<file path="src/inc/cdfo_pkg.sv">
package cdfo_pkg;
    localparam logic [4:0] CDFO_ADDR_FIXED = 5'h1a;
    localparam logic [7:0] CDFO_REG_MASK_OFS = 8'h00;
    localparam logic [7:0] CDFO_MASK_RESET = 8'h00;
    localparam logic [1:0] CDFO_DIV1 = 2'h0;
    localparam logic [1:0] CDFO_DIV2 = 2'h1;
    localparam logic [1:0] CDFO_DIV4 = 2'h2;
    localparam logic [1:0] CDFO_DIV8 = 2'h3;
    localparam logic [3:0] CDFO_BIT_LAST = 4'h8;
    localparam logic [3:0] CDFO_BIT_ACK = 4'h9;
    localparam int CDFO_SYNC_STAGES = 3;
    typedef enum logic [2:0] {CDFO_IDLE, CDFO_ADDR, CDFO_ADDR_ACK, CDFO_RIDX, CDFO_RIDX_ACK,
        CDFO_WDATA, CDFO_WDATA_ACK, CDFO_RDATA} cdfo_state_t;
endpackage

</file>
<file path="src/hdl/cdfo_sync.sv">
`timescale 1ns/10ps
`default_nettype none
// ****************************************
// Three-stage input synchroniser
// ****************************************
module cdfo_sync
    import cdfo_pkg::*;
#(
    parameter int WIDTH = 1,
    parameter logic [WIDTH-1:0] INIT = '0
)
(
    input wire logic clk, // Clock
    input wire logic reset, // Async reset
    input wire logic ce, // Clock enable
    input wire logic [WIDTH-1:0] d, // Async input
    output logic [WIDTH-1:0] q // Filtered level
);
    typedef struct packed
    {
        logic [WIDTH-1:0] s1;
        logic [WIDTH-1:0] s2;
        logic [WIDTH-1:0] s3;
        logic [WIDTH-1:0] q;
    } cdfo_sync_t;
    cdfo_sync_t st_r;
    cdfo_sync_t st_nxt;
    always_comb
    begin
        st_nxt = st_r;
        if (ce)
        begin
            st_nxt.s1 = d;
            st_nxt.s2 = st_r.s1;
            st_nxt.s3 = st_r.s2;
            // Change counts only when stages two and three agree
            for (int i = 0; i < WIDTH; i++)
            begin
                if (st_r.s2[i] == st_r.s3[i])
                begin
                    st_nxt.q[i] = st_r.s3[i];
                end
            end
        end
    end
    always_ff @(posedge clk or posedge reset)
    begin
        if (reset)
        begin
            st_r <= {INIT, INIT, INIT, INIT};
        end
        else
        begin
            st_r <= st_nxt;
        end
    end
    assign q = st_r.q;
endmodule
`default_nettype wire

</file>
<file path="src/hdl/cdfo_ctrl.sv">
`timescale 1ns/10ps
`default_nettype none
module cdfo_ctrl
    import cdfo_pkg::*;
(
    input wire logic clk, // System and reference clock
    input wire logic reset, // Async reset, power-up
    input wire logic ce, // Clock enable
    input wire logic divider_select_hi, // Divider select high bit
    input wire logic divider_select_lo, // Divider select low bit
    input wire logic slave_addr_pin_hi, // Address pin high
    input wire logic slave_addr_pin_lo, // Address pin low
    input wire logic scl, // I2C clock
    input wire logic sda_in, // I2C data in
    output logic sda_out, // I2C data out, always low
    output logic sda_oe, // I2C data pull-low enable
    output logic [7:0] clock_out_pos, // Divided clock, true
    output logic [7:0] clock_out_neg, // Divided clock, complement
    output logic [7:0] clock_out_oe, // Output pair drive enable
    output logic [7:0] output_disable_mask // Register contents
);
    // ****************************************
    // Input synchronisers
    // ****************************************
    // Reset levels match an idle bus and strapped-low pins
    logic [5:0] sync_q;
    cdfo_sync #(.WIDTH(6), .INIT(6'h03)) u_sync
    (
        .clk(clk),
        .reset(reset),
        .ce(ce),
        .d({divider_select_hi, divider_select_lo, slave_addr_pin_hi, slave_addr_pin_lo, scl, sda_in}),
        .q(sync_q)
    );
    logic [1:0] div_sel;
    logic [1:0] addr_pins;
    logic scl_s;
    logic sda_s;
    assign div_sel = sync_q[5:4];
    assign addr_pins = sync_q[3:2];
    assign scl_s = sync_q[1];
    assign sda_s = sync_q[0];

    // ****************************************
    // State
    // ****************************************
    typedef struct packed
    {
        logic [2:0] div_cnt;
        logic clk_q;
        logic scl_d;
        logic sda_d;
        cdfo_state_t state;
        logic [7:0] shift;
        // Rises in the byte frame: 1 to 8 data, 9 the acknowledge
        logic [3:0] bit_cnt;
        logic rd;
        logic sda_low;
        logic [7:0] mask;
    } cdfo_ctrl_t;
    cdfo_ctrl_t st_r;
    cdfo_ctrl_t st_nxt;

    logic scl_rise;
    logic scl_fall;
    logic start_cond;
    logic stop_cond;
    logic [7:0] rx_byte;
    assign scl_rise = scl_s && !st_r.scl_d;
    assign scl_fall = !scl_s && st_r.scl_d;
    assign start_cond = scl_s && st_r.scl_d && st_r.sda_d && !sda_s;
    assign stop_cond = scl_s && st_r.scl_d && !st_r.sda_d && sda_s;
    assign rx_byte = {st_r.shift[6:0], sda_s};

    // ****************************************
    // Next state
    // ****************************************
    always_comb
    begin
        st_nxt = st_r;
        if (ce)
        begin
            st_nxt.scl_d = scl_s;
            st_nxt.sda_d = sda_s;
            // Divider: a toggle per terminal count, so /1 means the raw clock
            case (div_sel)
                CDFO_DIV2:
                begin
                    st_nxt.clk_q = !st_r.clk_q;
                    st_nxt.div_cnt = 3'h0;
                end
                CDFO_DIV4:
                begin
                    st_nxt.div_cnt = st_r.div_cnt + 3'h1;
                    if (st_r.div_cnt[0])
                    begin
                        st_nxt.clk_q = !st_r.clk_q;
                        st_nxt.div_cnt = 3'h0;
                    end
                end
                CDFO_DIV8:
                begin
                    st_nxt.div_cnt = st_r.div_cnt + 3'h1;
                    if (st_r.div_cnt[1:0] == 2'h3)
                    begin
                        st_nxt.clk_q = !st_r.clk_q;
                        st_nxt.div_cnt = 3'h0;
                    end
                end
                default:
                begin
                    st_nxt.div_cnt = 3'h0;
                    st_nxt.clk_q = 1'b0;
                end
            endcase
            if (start_cond)
            begin
                // Repeated start handled the same as a start
                st_nxt.state = CDFO_ADDR;
                st_nxt.bit_cnt = 4'h0;
                st_nxt.sda_low = 1'b0;
            end
            else if (stop_cond)
            begin
                st_nxt.state = CDFO_IDLE;
                st_nxt.sda_low = 1'b0;
            end
            else if (scl_rise)
            begin
                // Sample only on rising edge: data stable while SCL high
                st_nxt.shift = rx_byte;
                if (st_r.state != CDFO_IDLE)
                begin
                    st_nxt.bit_cnt = st_r.bit_cnt + 4'h1;
                end
                if (st_r.state == CDFO_RDATA && st_r.bit_cnt == CDFO_BIT_LAST)
                begin
                    // Ack bit of read: sda high here means nack
                    st_nxt.rd = !sda_s;
                end
            end
            else if (scl_fall)
            begin
                st_nxt.sda_low = 1'b0;
                case (st_r.state)
                    CDFO_ADDR:
                    begin
                        // The fall right after a start sees a count of zero and is skipped
                        if (st_r.bit_cnt == CDFO_BIT_LAST)
                        begin
                            if (st_r.shift[7:1] == {CDFO_ADDR_FIXED, addr_pins})
                            begin
                                st_nxt.state = CDFO_ADDR_ACK;
                                st_nxt.rd = st_r.shift[0];
                                st_nxt.sda_low = 1'b1;
                            end
                            else
                            begin
                                st_nxt.state = CDFO_IDLE;
                            end
                        end
                    end
                    CDFO_ADDR_ACK:
                    begin
                        // Acknowledge clock over: a new byte frame starts
                        st_nxt.bit_cnt = 4'h0;
                        if (st_r.rd)
                        begin
                            st_nxt.state = CDFO_RDATA;
                            st_nxt.shift = st_r.mask;
                            st_nxt.sda_low = !st_r.mask[7];
                        end
                        else
                        begin
                            st_nxt.state = CDFO_RIDX;
                        end
                    end
                    CDFO_RIDX:
                    begin
                        // Index value ignored: there is one register
                        if (st_r.bit_cnt == CDFO_BIT_LAST)
                        begin
                            st_nxt.state = CDFO_RIDX_ACK;
                            st_nxt.sda_low = 1'b1;
                        end
                    end
                    CDFO_RIDX_ACK:
                    begin
                        st_nxt.state = CDFO_WDATA;
                        st_nxt.bit_cnt = 4'h0;
                    end
                    CDFO_WDATA:
                    begin
                        // Mask lands as the eighth data clock ends
                        if (st_r.bit_cnt == CDFO_BIT_LAST)
                        begin
                            st_nxt.state = CDFO_WDATA_ACK;
                            st_nxt.mask = st_r.shift;
                            st_nxt.sda_low = 1'b1;
                        end
                    end
                    CDFO_WDATA_ACK:
                    begin
                        // Extra bytes are acknowledged and overwrite the mask
                        st_nxt.state = CDFO_WDATA;
                        st_nxt.bit_cnt = 4'h0;
                    end
                    CDFO_RDATA:
                    begin
                        if (st_r.bit_cnt == CDFO_BIT_LAST)
                        begin
                            // Release for the controller's acknowledge
                            st_nxt.sda_low = 1'b0;
                        end
                        else if (st_r.bit_cnt == CDFO_BIT_ACK && st_r.rd)
                        begin
                            // Controller acked: send mask again
                            st_nxt.bit_cnt = 4'h0;
                            st_nxt.shift = st_r.mask;
                            st_nxt.sda_low = !st_r.mask[7];
                        end
                        else if (st_r.bit_cnt == CDFO_BIT_ACK)
                        begin
                            st_nxt.state = CDFO_IDLE;
                        end
                        else
                        begin
                            st_nxt.sda_low = !st_r.shift[7];
                        end
                    end
                    default:
                    begin
                        st_nxt.state = CDFO_IDLE;
                    end
                endcase
            end
        end
    end

    always_ff @(posedge clk or posedge reset)
    begin
        if (reset)
        begin
            st_r <= '{
                div_cnt: 3'h0,
                clk_q: 1'b0,
                scl_d: 1'b1,
                sda_d: 1'b1,
                state: CDFO_IDLE,
                shift: 8'h00,
                bit_cnt: 4'h0,
                rd: 1'b0,
                sda_low: 1'b0,
                mask: CDFO_MASK_RESET
            };
        end
        else
        begin
            st_r <= st_nxt;
        end
    end

    // ****************************************
    // Outputs
    // ****************************************
    logic div_clk;
    // Divide-by-one passes the reference straight through
    assign div_clk = (div_sel == CDFO_DIV1) ? clk : st_r.clk_q;
    // Mask applied directly, no retiming to the divided clock
    for (genvar n = 0; n < 8; n++)
    begin : g_pair
        assign clock_out_pos[n] = div_clk;
        assign clock_out_neg[n] = !div_clk;
        assign clock_out_oe[n] = !st_r.mask[n];
    end
    assign output_disable_mask = st_r.mask;
    // Only ever pulls low; the bus pull-up supplies the high level
    assign sda_out = 1'b0;
    assign sda_oe = st_r.sda_low;
endmodule
`default_nettype wire

</file>
<file path="config.mk">
export PLATFORM = sky130hd
export DESIGN_NAME = cdfo_ctrl
export DESIGN_NICKNAME = d
export VERILOG_FILES = /design/src/inc/cdfo_pkg.sv /design/src/hdl/cdfo_sync.sv /design/src/hdl/cdfo_ctrl.sv
export SDC_FILE = /design/constraint.sdc
export NUM_CORES = 1
export LEC_CHECK = 0
export BUFFER_PORTS_ARGS = -buffer_cell sky130_fd_sc_hd__buf_2
export CORE_MARGIN = 2
export CORE_UTILIZATION = 55
export CTS_BUF_LIST = sky130_fd_sc_hd__clkbuf_4 sky130_fd_sc_hd__clkbuf_8
export DETAILED_ROUTE_END_ITERATION = 8
export GPL_TIMING_DRIVEN = 0
export PLACE_DENSITY = 0.8
export SLEW_MARGIN = 20
export SYNTH_ARGS = -nofsm -noshare
export SYNTH_HDL_FRONTEND = slang
export SYNTH_SLANG_ARGS = --single-unit
</file>
<file path="constraint.sdc">
create_clock -name clk -period 5.77 [get_ports clk]
set_input_delay 1.731 -clock clk [delete_from_list [all_inputs] [get_ports clk]]
set_output_delay 1.731 -clock clk [all_outputs]
set_load 0.1 [all_outputs]
</file>
==> results of run 1 <==
## worst max-delay path, delay by kind of cell
kind                   cells  cell delay [ns]
buffers and inverters      7             0.95
muxes                      1             0.16
## Yosys cell counts (2+ instances only)
library cell                count  area (µm²)
sky130_fd_sc_hd__nor4bb_1       2        20.0
sky130_fd_sc_hd__a21oi_1       14        70.1
sky130_fd_sc_hd__nand4_1        2        12.5
sky130_fd_sc_hd__nor2b_1        3        18.8
sky130_fd_sc_hd__o2bb2ai_1      2        17.5
sky130_fd_sc_hd__a21boi_0       2        15.0
sky130_fd_sc_hd__and3_1         2        12.5
sky130_fd_sc_hd__dfstp_2       10         263
sky130_fd_sc_hd__a41oi_1        3        26.3
sky130_fd_sc_hd__a2111o_1       2        22.5
sky130_fd_sc_hd__clkbuf_1      13        48.8
sky130_fd_sc_hd__and2_1         2        12.5
sky130_fd_sc_hd__o32ai_1        2        17.5
sky130_fd_sc_hd__a31oi_1        3        18.8
sky130_fd_sc_hd__mux2i_1        3        30.0
sky130_fd_sc_hd__inv_1         31         116
sky130_fd_sc_hd__nor2_1         6        22.5
sky130_fd_sc_hd__xnor2_1        2        17.5
sky130_fd_sc_hd__dfrtp_1       44        1100
sky130_fd_sc_hd__o21ai_0       34         170
sky130_fd_sc_hd__o311ai_0       2        17.5
sky130_fd_sc_hd__buf_6          2        22.5
sky130_fd_sc_hd__buf_4         24         180
sky130_fd_sc_hd__and3b_1        3        26.3
sky130_fd_sc_hd__ha_1           8         100
sky130_fd_sc_hd__a22o_1         4        35.0
sky130_fd_sc_hd__a211oi_1       3        22.5
sky130_fd_sc_hd__nand3_1        4        20.0
sky130_fd_sc_hd__mux2_2        28         315
sky130_fd_sc_hd__nand2b_1       5        31.3
sky130_fd_sc_hd__nand2_1       27         101
## stage by stage
step / instances / TNS (ns) / hold slack, ns / cell area [µm²] / utilization
after floorplan: 317 / 0 / 0.461 / 3130 / -
after global placement: 430 / 0 / 0.473 / 3420 / 0.625
after detailed placement: 431 / 0 / 0.487 / 3440 / 0.629
after CTS: 450 / 0 / 0.503 / 3850 / 0.704
after global routing: 449 / -0.00117 / 0.521 / 3850 / 0.703
final: 449 / 0 / 0.499 / 3850 / 0.703
## where the power goes
part | leakage [nW] | total (W) | switching [W] | internal (W)
clock network | 0.337 | 0.00154 | 0.000945 | 0.000594
logic | 0.739 | 0.000478 | 0.000301 | 0.000177
registers | 0.673 | 0.000549 | 0.0000780 | 0.000471
## flip-flops by register name (all words and copies together) (netlist names)
signal / count
u_sync.st_r: 18
u_sync.q: 6
output_disable_mask: 8
st_r: 14
rx_byte: 7
sda_oe: 1
## kinds of logic (layout without fill, tap and decap cells)
group                    Yosys count  after routing  share of synthesized area
other                              1              1                    0.00120
AO/OA/AOI/OAI                     83             83                      0.173
AND/OR/NAND/NOR                   65             65                      0.113
XOR/XNOR                           3              3                     0.0109
adder cells (fa/ha/maj)            8              8                     0.0321
buffers and inverters             72            132                      0.121
flip-flops                        54             54                      0.438
multiplexers                      31             31                      0.111
## worst paths after layout
check	startpoint	end	slack [ns]	depth (start not counted)
worst max-delay path	clk	clock_out_neg[2]	0.04	8
worst min-delay path	u_sync.st_r[18]	u_sync.st_r[12]	0.50	2
worst max register to register	st_r[10]	rx_byte[7]	3.21	7
worst min register to register	u_sync.st_r[18]	u_sync.st_r[12]	0.50	2
max in group asynchronous	reset	u_sync.st_r[7]	3.81	3
min in group asynchronous	reset	u_sync.st_r[15]	1.34	2
## layout make-up
cell class              instances  share of cell area
clock inverters                10              0.0179
clock buffers                  32               0.123
inverters                      30              0.0293
multi-input cells             191               0.360
well taps                      72              0.0234
repair buffers                 26              0.0377
flip-flops and latches         54               0.355
plain buffers                  34              0.0540
## what timing repair did
action | 4_1_cts | 5_1_grt
resized for setup | 48 | 2
hold endpoints to repair | 0 | 0
cloned | 0 | 0
endpoints found under the setup margin | 16 | 3
## routing by layer
metal  track usage  routed length [µm]  vias to the layer above
li1              -                   -                     1203
met1         0.298                2950                     1184
met2         0.365                3310                       96
met3        0.0784                 385                       20
met4         0.166                 153                        0
met5             0                   0                        -
==> impl_results.rst, run 1 <==
.. list-table::
   :header-rows: 1

   * - Metric
     - Value
   * - Number of buffer cells added on primary ports
     - 41
   * - Half-perimeter wire length of the detailed placement result
     - 4520 µm
   * - Yosys warning count
     - 0
   * - IO Count
     - 43
   * - Filler Cell Count
     - 406
   * - Area used by multi-input combinational logic
     - 1390 µm²
   * - Sequence of cells on the critical path
     - clkbuf_8, clkbuf_8, clkbuf_8, mux2i_4, clkbuf_8, clkbuf_8, buf_4, buf_6
   * - Total core area
     - 5470 µm²
   * - Most common library cell in the layout ignoring fill and taps
     - sky130_fd_sc_hd__dfrtp_1
   * - Fin. Hold Viols
     - 0
   * - Number of max-cap violations
     - 0
   * - Worst vdd ir
     - 0.666 mV
   * - Count of inserted antenna diode cells
     - 0
   * - Fraction of layout instances using a drive strength above 1
     - 0.350
   * - Number of remaining DRC errors
     - 0
   * - Clock tree from TritonCTS
     - built
   * - Pin count of the biggest net entering global routing
     - 33
   * - Most frequent cells in the layout
     - 44 x sky130_fd_sc_hd__dfrtp_1, 34 x sky130_fd_sc_hd__o21ai_0, 29 x sky130_fd_sc_hd__inv_1
   * - Sequential standard cell area
     - 1360 µm²
   * - Width of the die
     - 79.2 µm
   * - Outcome
     - completed
   * - First-pass GRT wire length
     - 12100 µm
   * - Drt pass-1 iters
     - 4
   * - Overall Power
     - 0.00257 W
   * - Worst slack after detailed placement
     - 0.380 ns
   * - FF+latch count, synth
     - 54
   * - Cell Area, Synth
     - 3110 µm²
   * - Top FF cell, synth
     - sky130_fd_sc_hd__dfrtp_1
   * - Final setup fails
     - 0
   * - DIE AREA
     - 6280 µm²
   * - Arrival @ worst endpoint
     - 4.00 ns
   * - Latest clock arrival within the worst-skew pair
     - 0.42 ns
   * - Number of vias per cell
     - 5.57
   * - Number of nets in the layout
     - 392
   * - Final count of pins violating max slew
     - 0
   * - DIE HEIGHT
     - 79.2 µm
   * - Initial core utilization
     - 0.569
   * - Crit-path most repeated cell
     - sky130_fd_sc_hd__clkbuf_8
   * - Headroom to the max-slew limit
     - 0.406
   * - Cell count after synthesis
     - 317
   * - Clk_skew
     - 0.00624 ns
   * - Routability-driven placement congestion ratio
     - 0.928
   * - Required time of the critical path
     - 4.04 ns
   * - Total nets after synthesis
     - 334
   * - CP Capture Type
     - primary output
   * - Synth Area per Inst
     - 9.82 µm²
   * - Worst setup path category
     - clk -> out
   * - Final wirelength
     - 6800 µm
   * - Worst stage delay on the critical path
     - 0.22 ns
   * - Clock transition at the registers of the reported paths
     - 0.10 ns
   * - Site Rows
     - 27
   * - Highest net fanout along the worst path
     - 4
   * - Total via count after detailed routing
     - 2503
   * - Vias in the first global route
     - 2816
   * - DRC violation total after the first TritonRoute iteration
     - 188
   * - Number of post-CTS setup repair buffers
     - 0
   * - Per-cell routed wire length
     - 15.1 µm
   * - Worst path slowest cell
     - sky130_fd_sc_hd__buf_6
   * - Number of enable flip-flop cells after synthesis
     - 0
   * - Area Growth Syn to Fin
     - 23.5%
   * - GRT Resource Usage Total
     - 0.243
   * - Total power divided by cell area
     - 667 nW/µm²
   * - Final worst-path setup slack
     - 0.0391 ns
   * - Routed Antenna Nets
     - 0
   * - Leakage component of the power
     - 1.75 nW
   * - Critical path startpoint category
     - clock port
   * - Share of synthesized flip-flops with an asynchronous set or reset
     - 1.00
   * - Hold_buf cts
     - 0
   * - Part of the Yosys area used for sequential elements
     - 0.438
   * - Hold WC Path Type
     - reg -> reg
   * - Netlist cell types
     - 56
   * - Antenna violations before repair
     - 0
   * - Remaining Overflow, GRT
     - 0
   * - Least-Margin Pin Slew
     - 0.879 ns
(Power assumes the default switching activity.)
==> inputs of run 2 (changes only) <==
- CORE_UTILIZATION: 55 -> 35
- PLACE_DENSITY: 0.8 -> 0.56
==> run 2 against run 1 <==
Effect of this change:
- routed wire length shrank 0.29%
- worst hold slack lost 0.0026 ns
- largest power group unchanged
- critical path type unchanged
- critical path depth is the same
- worst setup slack gained 0.017 ns
==> impl_results.rst, run 2 (synthesis gave the netlist of run 1 again) <==
.. list-table::
   :header-rows: 1

   * - Metric
     - Value
   * - Sw Share
     - 0.522 (+0.00643)
   * - Total via count after detailed routing
     - 2441 (-2.5%)
   * - Number of nets in the layout
     - 391 (-0.26%)
   * - Crit-path most repeated cell
     - sky130_fd_sc_hd__clkbuf_8
   * - Clock tree from TritonCTS
     - built
   * - Initial core utilization
     - 0.359 (-0.210)
   * - Per-cell routed wire length
     - 14.0 µm (-7.5%)
   * - Largest delay contributor family on the critical path
     - buffers and inverters
   * - Comb pwr share
     - 0.185 (about the same)
   * - Routability-driven placement congestion ratio
     - 0.848 (-8.5%)
   * - DIE HEIGHT
     - 98.3 µm (+24%)
   * - Filler Cell Count
     - 843 (+110%)
   * - DRC violation total after the first TritonRoute iteration
     - 96 (-49%)
   * - Clock transition at the registers of the reported paths
     - 0.11 ns (about the same)
   * - Clk_skew
     - 0.00872 ns (+0.00248 ns)
   * - Psw
     - 0.00132 W (-0.31%)
   * - Final design utilization
     - 0.446 (-0.257)
   * - Outcome
     - completed
   * - Sequential standard cell area
     - 1360 µm² (unchanged)
   * - Worst stage delay on the critical path
     - 0.21 ns (about the same)
   * - Number of post-CTS setup repair buffers
     - 0 (unchanged)
   * - Final worst-path setup slack
     - 0.0564 ns (+0.0173 ns)
   * - Portion of total power attributed to the clock network
     - 0.598 (-0.002)
   * - Worst slack after detailed placement
     - 0.380 ns (-0.0000210 ns)
   * - Flip-flop count of the largest register after layout
     - 18 (unchanged)
   * - Final wirelength
     - 6780 µm (-0.29%)
   * - Fin. Hold Viols
     - 0 (unchanged)
   * - Share of total power in sequential cells
     - 0.217 (+0.003)
   * - Overall Power
     - 0.00253 W (-1.5%)
   * - CP Capture Type
     - primary output
   * - Final count of pins violating max slew
     - 0 (unchanged)
   * - Total core area
     - 8680 µm² (+59%)
   * - Routed Antenna Nets
     - 0 (unchanged)
   * - Leakage component of the power
     - 1.74 nW (-0.77%)
   * - Total power divided by cell area
     - 653 nW/µm² (-2.1%)
   * - Latest clock arrival within the worst-skew pair
     - 0.41 ns (about the same)
   * - Critical path buffers and inverters
     - 7 (unchanged)
   * - Width of the die
     - 98.3 µm (+24%)
   * - Count of inserted antenna diode cells
     - 0 (unchanged)
   * - Most frequent cells in the layout
     - 44 x sky130_fd_sc_hd__dfrtp_1, 34 x sky130_fd_sc_hd__o21ai_0, 29 x sky130_fd_sc_hd__inv_1
   * - Antenna violations before repair
     - 0 (unchanged)
   * - Area Growth Syn to Fin
     - 24.2%
   * - Internal
     - 0.00121 W (-2.8%)
   * - Required time of the critical path
     - 4.04 ns (about the same)
   * - Critical path startpoint category
     - clock port
   * - Sequence of cells on the critical path
     - clkbuf_8, clkbuf_8, clkbuf_8, mux2i_4, clkbuf_8, clkbuf_8, buf_4, buf_6
   * - Unrepaired setup endpoints after global routing
     - false
   * - Register with the highest flop count
     - u_sync.st_r
   * - Vias in the first global route
     - 2542 (-9.7%)
   * - Arrival @ worst endpoint
     - 3.98 ns (-0.02 ns)
   * - Summed negative setup slack over all endpoints
     - 0 ns (unchanged)
   * - Site Rows
     - 34 (+26%)
   * - IO Count
     - 43 (unchanged)
   * - Remaining Overflow, GRT
     - 0 (unchanged)
   * - Hold WC Path Type
     - reg -> reg
   * - Number of vias per cell
     - 5.04 (-9.5%)
   * - First-pass GRT wire length
     - 11500 µm (-4.6%)
   * - Least-Margin Pin Slew
     - 0.834 ns (-0.0452 ns)
   * - GRT Resource Usage Total
     - 0.146 (-0.0971)
   * - Worst path slowest cell
     - sky130_fd_sc_hd__buf_6
   * - Headroom to the max-slew limit
     - 0.436 (+0.0306)
   * - Final Hold Slack
     - 0.497 ns (-0.00262 ns)
   * - Most common library cell in the layout ignoring fill and taps
     - sky130_fd_sc_hd__dfrtp_1
   * - Number of remaining DRC errors
     - 0 (unchanged)
   * - Area used by multi-input combinational logic
     - 1390 µm² (unchanged)
   * - Worst vdd ir
     - 0.478 mV (-28%)
   * - Hold_buf cts
     - 0 (unchanged)
   * - Drt pass-1 iters
     - 4 (unchanged)
   * - DIE AREA
     - 9670 µm² (+54%)
   * - Number of max-cap violations
     - 0 (unchanged)
   * - Final setup fails
     - 0 (unchanged)
   * - Worst setup path category
     - clk -> out
   * - Fraction of layout instances using a drive strength above 1
     - 0.348 (-0.00173)
   * - Half-perimeter wire length of the detailed placement result
     - 4540 µm (+0.43%)
   * - Highest net fanout along the worst path
     - 4 (unchanged)
   * - Pin count of the biggest net entering global routing
     - 55 (+67%)
   * - Number of buffer cells added on primary ports
     - 41 (unchanged)
run 2: routing by layer:
metal	global-route usage	wire, µm
met4	0.0906	95
met5	0	0
met3	0.0480	207
met1	0.194	3220
met2	0.206	3260
run 2: worst register-to-register path: cells and delay by family (launching register included):
kind	cells	cell delay, ns
AO/OA/AOI/OAI	1	0.20
adder cells (fa/ha/maj)	1	0.25
buffers and inverters	2	0.34
flip-flops	1	0.42
multiplexers	1	0.36
AND/OR/NAND/NOR	2	0.88
run 2: cell type report:
cell class	instances	area share
Timing Repair Buffer	25	0.0323
Tap cell	108	0.0349
Sequential cell	54	0.353
Inverter	30	0.0298
Multi-Input combinational cell	191	0.358
Clock inverter	11	0.0152
Clock buffer	32	0.124
Buffer	33	0.0527
run 2: worst paths after layout:
kind                                 start               end  slack [ns]  cells past startpoint
hold reg to reg            u_sync.st_r[18]   u_sync.st_r[12]        0.50                      2
setup reg to reg                  st_r[10]        rx_byte[2]        3.23                      7
min in group asynchronous            reset   u_sync.st_r[21]        1.41                      2
setup / recovery                       clk  clock_out_neg[6]        0.06                      8
max in group asynchronous            reset          st_r[10]        3.91                      2
hold / removal             u_sync.st_r[18]   u_sync.st_r[12]        0.50                      2
run 2: repair_timing:
| action | 4_1_cts | 5_1_grt |
|---|---|---|
| endpoints found under the hold margin | 0 | 0 |
| gates resized for setup | 50 | 3 |
| endpoints found under the setup margin | 16 | 3 |
run 2: stage by stage:
step | cell area (µm²) | std cells
after floorplan | 3130 | 317
after global routing | 3870 | 484
final | 3870 | 484
after global placement | 3470 | 466
after detailed placement | 3470 | 466
after CTS | 3860 | 484
run 2: power by group through the flow:
stage	logic, W	clock network [W]	registers [W]
2_1_floorplan	0.000350	0.000809	0.000555
3_3_place_gp	0.000459	0.000868	0.000551
3_5_place_dp	0.000467	0.000868	0.000554
4_1_cts	0.000468	0.00152	0.000547
5_1_grt	0.000531	0.00157	0.000561
6_report	0.000468	0.00151	0.000548
==> inputs of run 3 (changes only) <==
- CORE_MARGIN: 2 -> default
==> run 3 against run 2 <==
Effect of this change:
- sequential cell count is the same
- non-clock buffer count is the same
- clock skew shrank 0.00058 ns
- register-to-register slack lost 0.04 ns
- first-iteration DRC count grew 13%
- critical path depth is the same
- via count grew 0.74%
- clock power is essentially flat
- count of clock-buffer cells in the layout is the same
==> impl_results.rst, run 3 (synthesis gave the netlist of run 1 again) <==
.. list-table::
   :header-rows: 1

   * - Metric
     - Value
   * - Number of post-CTS setup repair buffers
     - 0 (unchanged)
   * - Arrival @ worst endpoint
     - 3.99 ns (about the same)
   * - Number of vias per cell
     - 5.08 (+0.74%)
   * - Number of max-cap violations
     - 0 (unchanged)
   * - Headroom to the max-slew limit
     - 0.417 (-0.0192)
   * - Outcome
     - completed
   * - Width of the die
     - 96.3 µm (-2.0%)
   * - Worst setup path category
     - clk -> out
   * - Most frequent cells in the layout
     - 44 x sky130_fd_sc_hd__dfrtp_1, 34 x sky130_fd_sc_hd__o21ai_0, 29 x sky130_fd_sc_hd__inv_1
   * - DRC violation total after the first TritonRoute iteration
     - 108 (+13%)
   * - Number of nets in the layout
     - 391 (unchanged)
   * - Drt pass-1 iters
     - 5 (+1)
   * - Most common library cell in the layout ignoring fill and taps
     - sky130_fd_sc_hd__dfrtp_1
   * - Pin count of the biggest net entering global routing
     - 55 (unchanged)
   * - Fraction of layout instances using a drive strength above 1
     - 0.348 (unchanged)
   * - Number of buffer cells added on primary ports
     - 41 (unchanged)
   * - Total via count after detailed routing
     - 2459 (+0.74%)
   * - Least-Margin Pin Slew
     - 0.863 ns (+0.0284 ns)
   * - Highest net fanout along the worst path
     - 5 (+1)
   * - Post-Place Cells
     - 466 (unchanged)
   * - Final wirelength
     - 6780 µm (about the same)
   * - Area Growth Syn to Fin
     - 23.9%
   * - Latest clock arrival within the worst-skew pair
     - 0.43 ns (+0.02 ns)
   * - Final count of pins violating max slew
     - 0 (unchanged)
   * - CP Capture Type
     - primary output
   * - Remaining Overflow, GRT
     - 0 (unchanged)
   * - Required time of the critical path
     - 4.04 ns (about the same)
   * - Overall Power
     - 0.00252 W (-0.33%)
   * - First-pass GRT wire length
     - 11600 µm (+1.3%)
   * - DIE AREA
     - 9280 µm² (-4.0%)
   * - Count of placed standard cells in the final layout, fillers left out
     - 484 (unchanged)
   * - Fin. Hold Viols
     - 0 (unchanged)
   * - Clock transition at the registers of the reported paths
     - 0.11 ns (about the same)
   * - IO Count
     - 43 (unchanged)
   * - Routability-driven placement congestion ratio
     - 0.834 (-1.7%)
   * - Half-perimeter wire length of the detailed placement result
     - 4470 µm (-1.7%)
   * - Total power divided by cell area
     - 653 nW/µm² (about the same)
   * - Antenna violations before repair
     - 0 (unchanged)
   * - Number of remaining DRC errors
     - 0 (unchanged)
   * - Leakage component of the power
     - 1.73 nW (-0.25%)
   * - Worst vdd ir
     - 0.399 mV (-17%)
   * - Site Rows
     - 34 (unchanged)
   * - Routed Antenna Nets
     - 0 (unchanged)
   * - Summed negative setup slack over all endpoints
     - 0 ns (unchanged)
   * - Hold WC Path Type
     - reg -> reg
   * - GRT Resource Usage Total
     - 0.164 (+0.0177)
   * - Vias in the first global route
     - 2563 (+0.83%)
   * - Filler Cell Count
     - 882 (+4.6%)
   * - DIE HEIGHT
     - 96.3 µm (-2.0%)
   * - Count of inserted antenna diode cells
     - 0 (unchanged)
   * - Per-cell routed wire length
     - 14.0 µm (about the same)
   * - Register with the highest flop count
     - u_sync.st_r
   * - Clk_skew
     - 0.00814 ns (-0.000575 ns)
   * - Total core area
     - 8680 µm² (unchanged)
   * - Critical path startpoint category
     - clock port
   * - Clock tree from TritonCTS
     - built
   * - Flip-flop count of the largest register after layout
     - 18 (unchanged)
   * - Unrepaired setup endpoints after global routing
     - false
   * - Initial core utilization
     - 0.359 (unchanged)
   * - Final setup fails
     - 0 (unchanged)
run 3: worst paths after layout:
check,startpoint,end,slack (ns),cells after the start
hold / removal,u_sync.st_r[18],u_sync.st_r[12],0.51,2
max in group asynchronous,reset,rx_byte[1],3.93,2
setup reg to reg,st_r[10],rx_byte[6],3.19,7
hold reg to reg,u_sync.st_r[18],u_sync.st_r[12],0.51,2
setup / recovery,clk,clock_out_neg[4],0.04,8
min in group asynchronous,reset,rx_byte[3],1.40,2
run 3: layout make-up:
cell class / instances / area, µm² / share of cell area
clock buffers: 32 / 469 / 0.122
inverters: 30 / 115 / 0.0298
clock inverters: 11 / 58.8 / 0.0152
well taps: 108 / 135 / 0.0350
plain buffers: 33 / 204 / 0.0529
repair buffers: 25 / 125 / 0.0324
multi-input cells: 191 / 1390 / 0.359
flip-flops and latches: 54 / 1360 / 0.354
run 3: what timing repair did:
item | 4_1_cts | 5_1_grt
hold buffers | 0 | 0
endpoints found under the setup margin | 16 | 0
resized for setup | 50 | 0
run 3: critical path, stage by stage:
cell and delay, ns:
sky130_fd_sc_hd__clkbuf_8 0.11, sky130_fd_sc_hd__clkbuf_8 0.12, sky130_fd_sc_hd__clkbuf_8 0.13, sky130_fd_sc_hd__mux2i_4 0.15, sky130_fd_sc_hd__clkbuf_8 0.16, sky130_fd_sc_hd__clkbuf_8 0.13
sky130_fd_sc_hd__buf_4 0.10, sky130_fd_sc_hd__buf_6 0.21
run 3: where the power goes:
group / internal, W / leakage [nW] / total [W] / switching, W
registers: 0.000471 / 0.673 / 0.000548 / 0.0000768
logic: 0.000176 / 0.730 / 0.000469 / 0.000293
clock network: 0.000548 / 0.329 / 0.00150 / 0.000954
run 3: metal layers:
layer / GRT usage / vias to the layer above / routed length, µm
li1: - / 1202 / -
met1: 0.207 / 1209 / 3240
met2: 0.250 / 42 / 3310
met3: 0.0506 / 6 / 167
met4: 0.0870 / 0 / 61
met5: 0 / - / 0
run 3: metrics by stage:
step | hold slack, ns | setup WS [ns] | util | area, µm²
4_1_cts | 0.505 | 0.0299 | 0.444 | 3860
2_1_floorplan | 0.461 | 0.00179 | - | 3130
3_5_place_dp | 0.484 | 0.380 | 0.400 | 3470
6_report | 0.505 | 0.0447 | 0.444 | 3860
3_3_place_gp | 0.474 | 0.380 | 0.400 | 3470
5_1_grt | 0.530 | 0.00206 | 0.444 | 3860
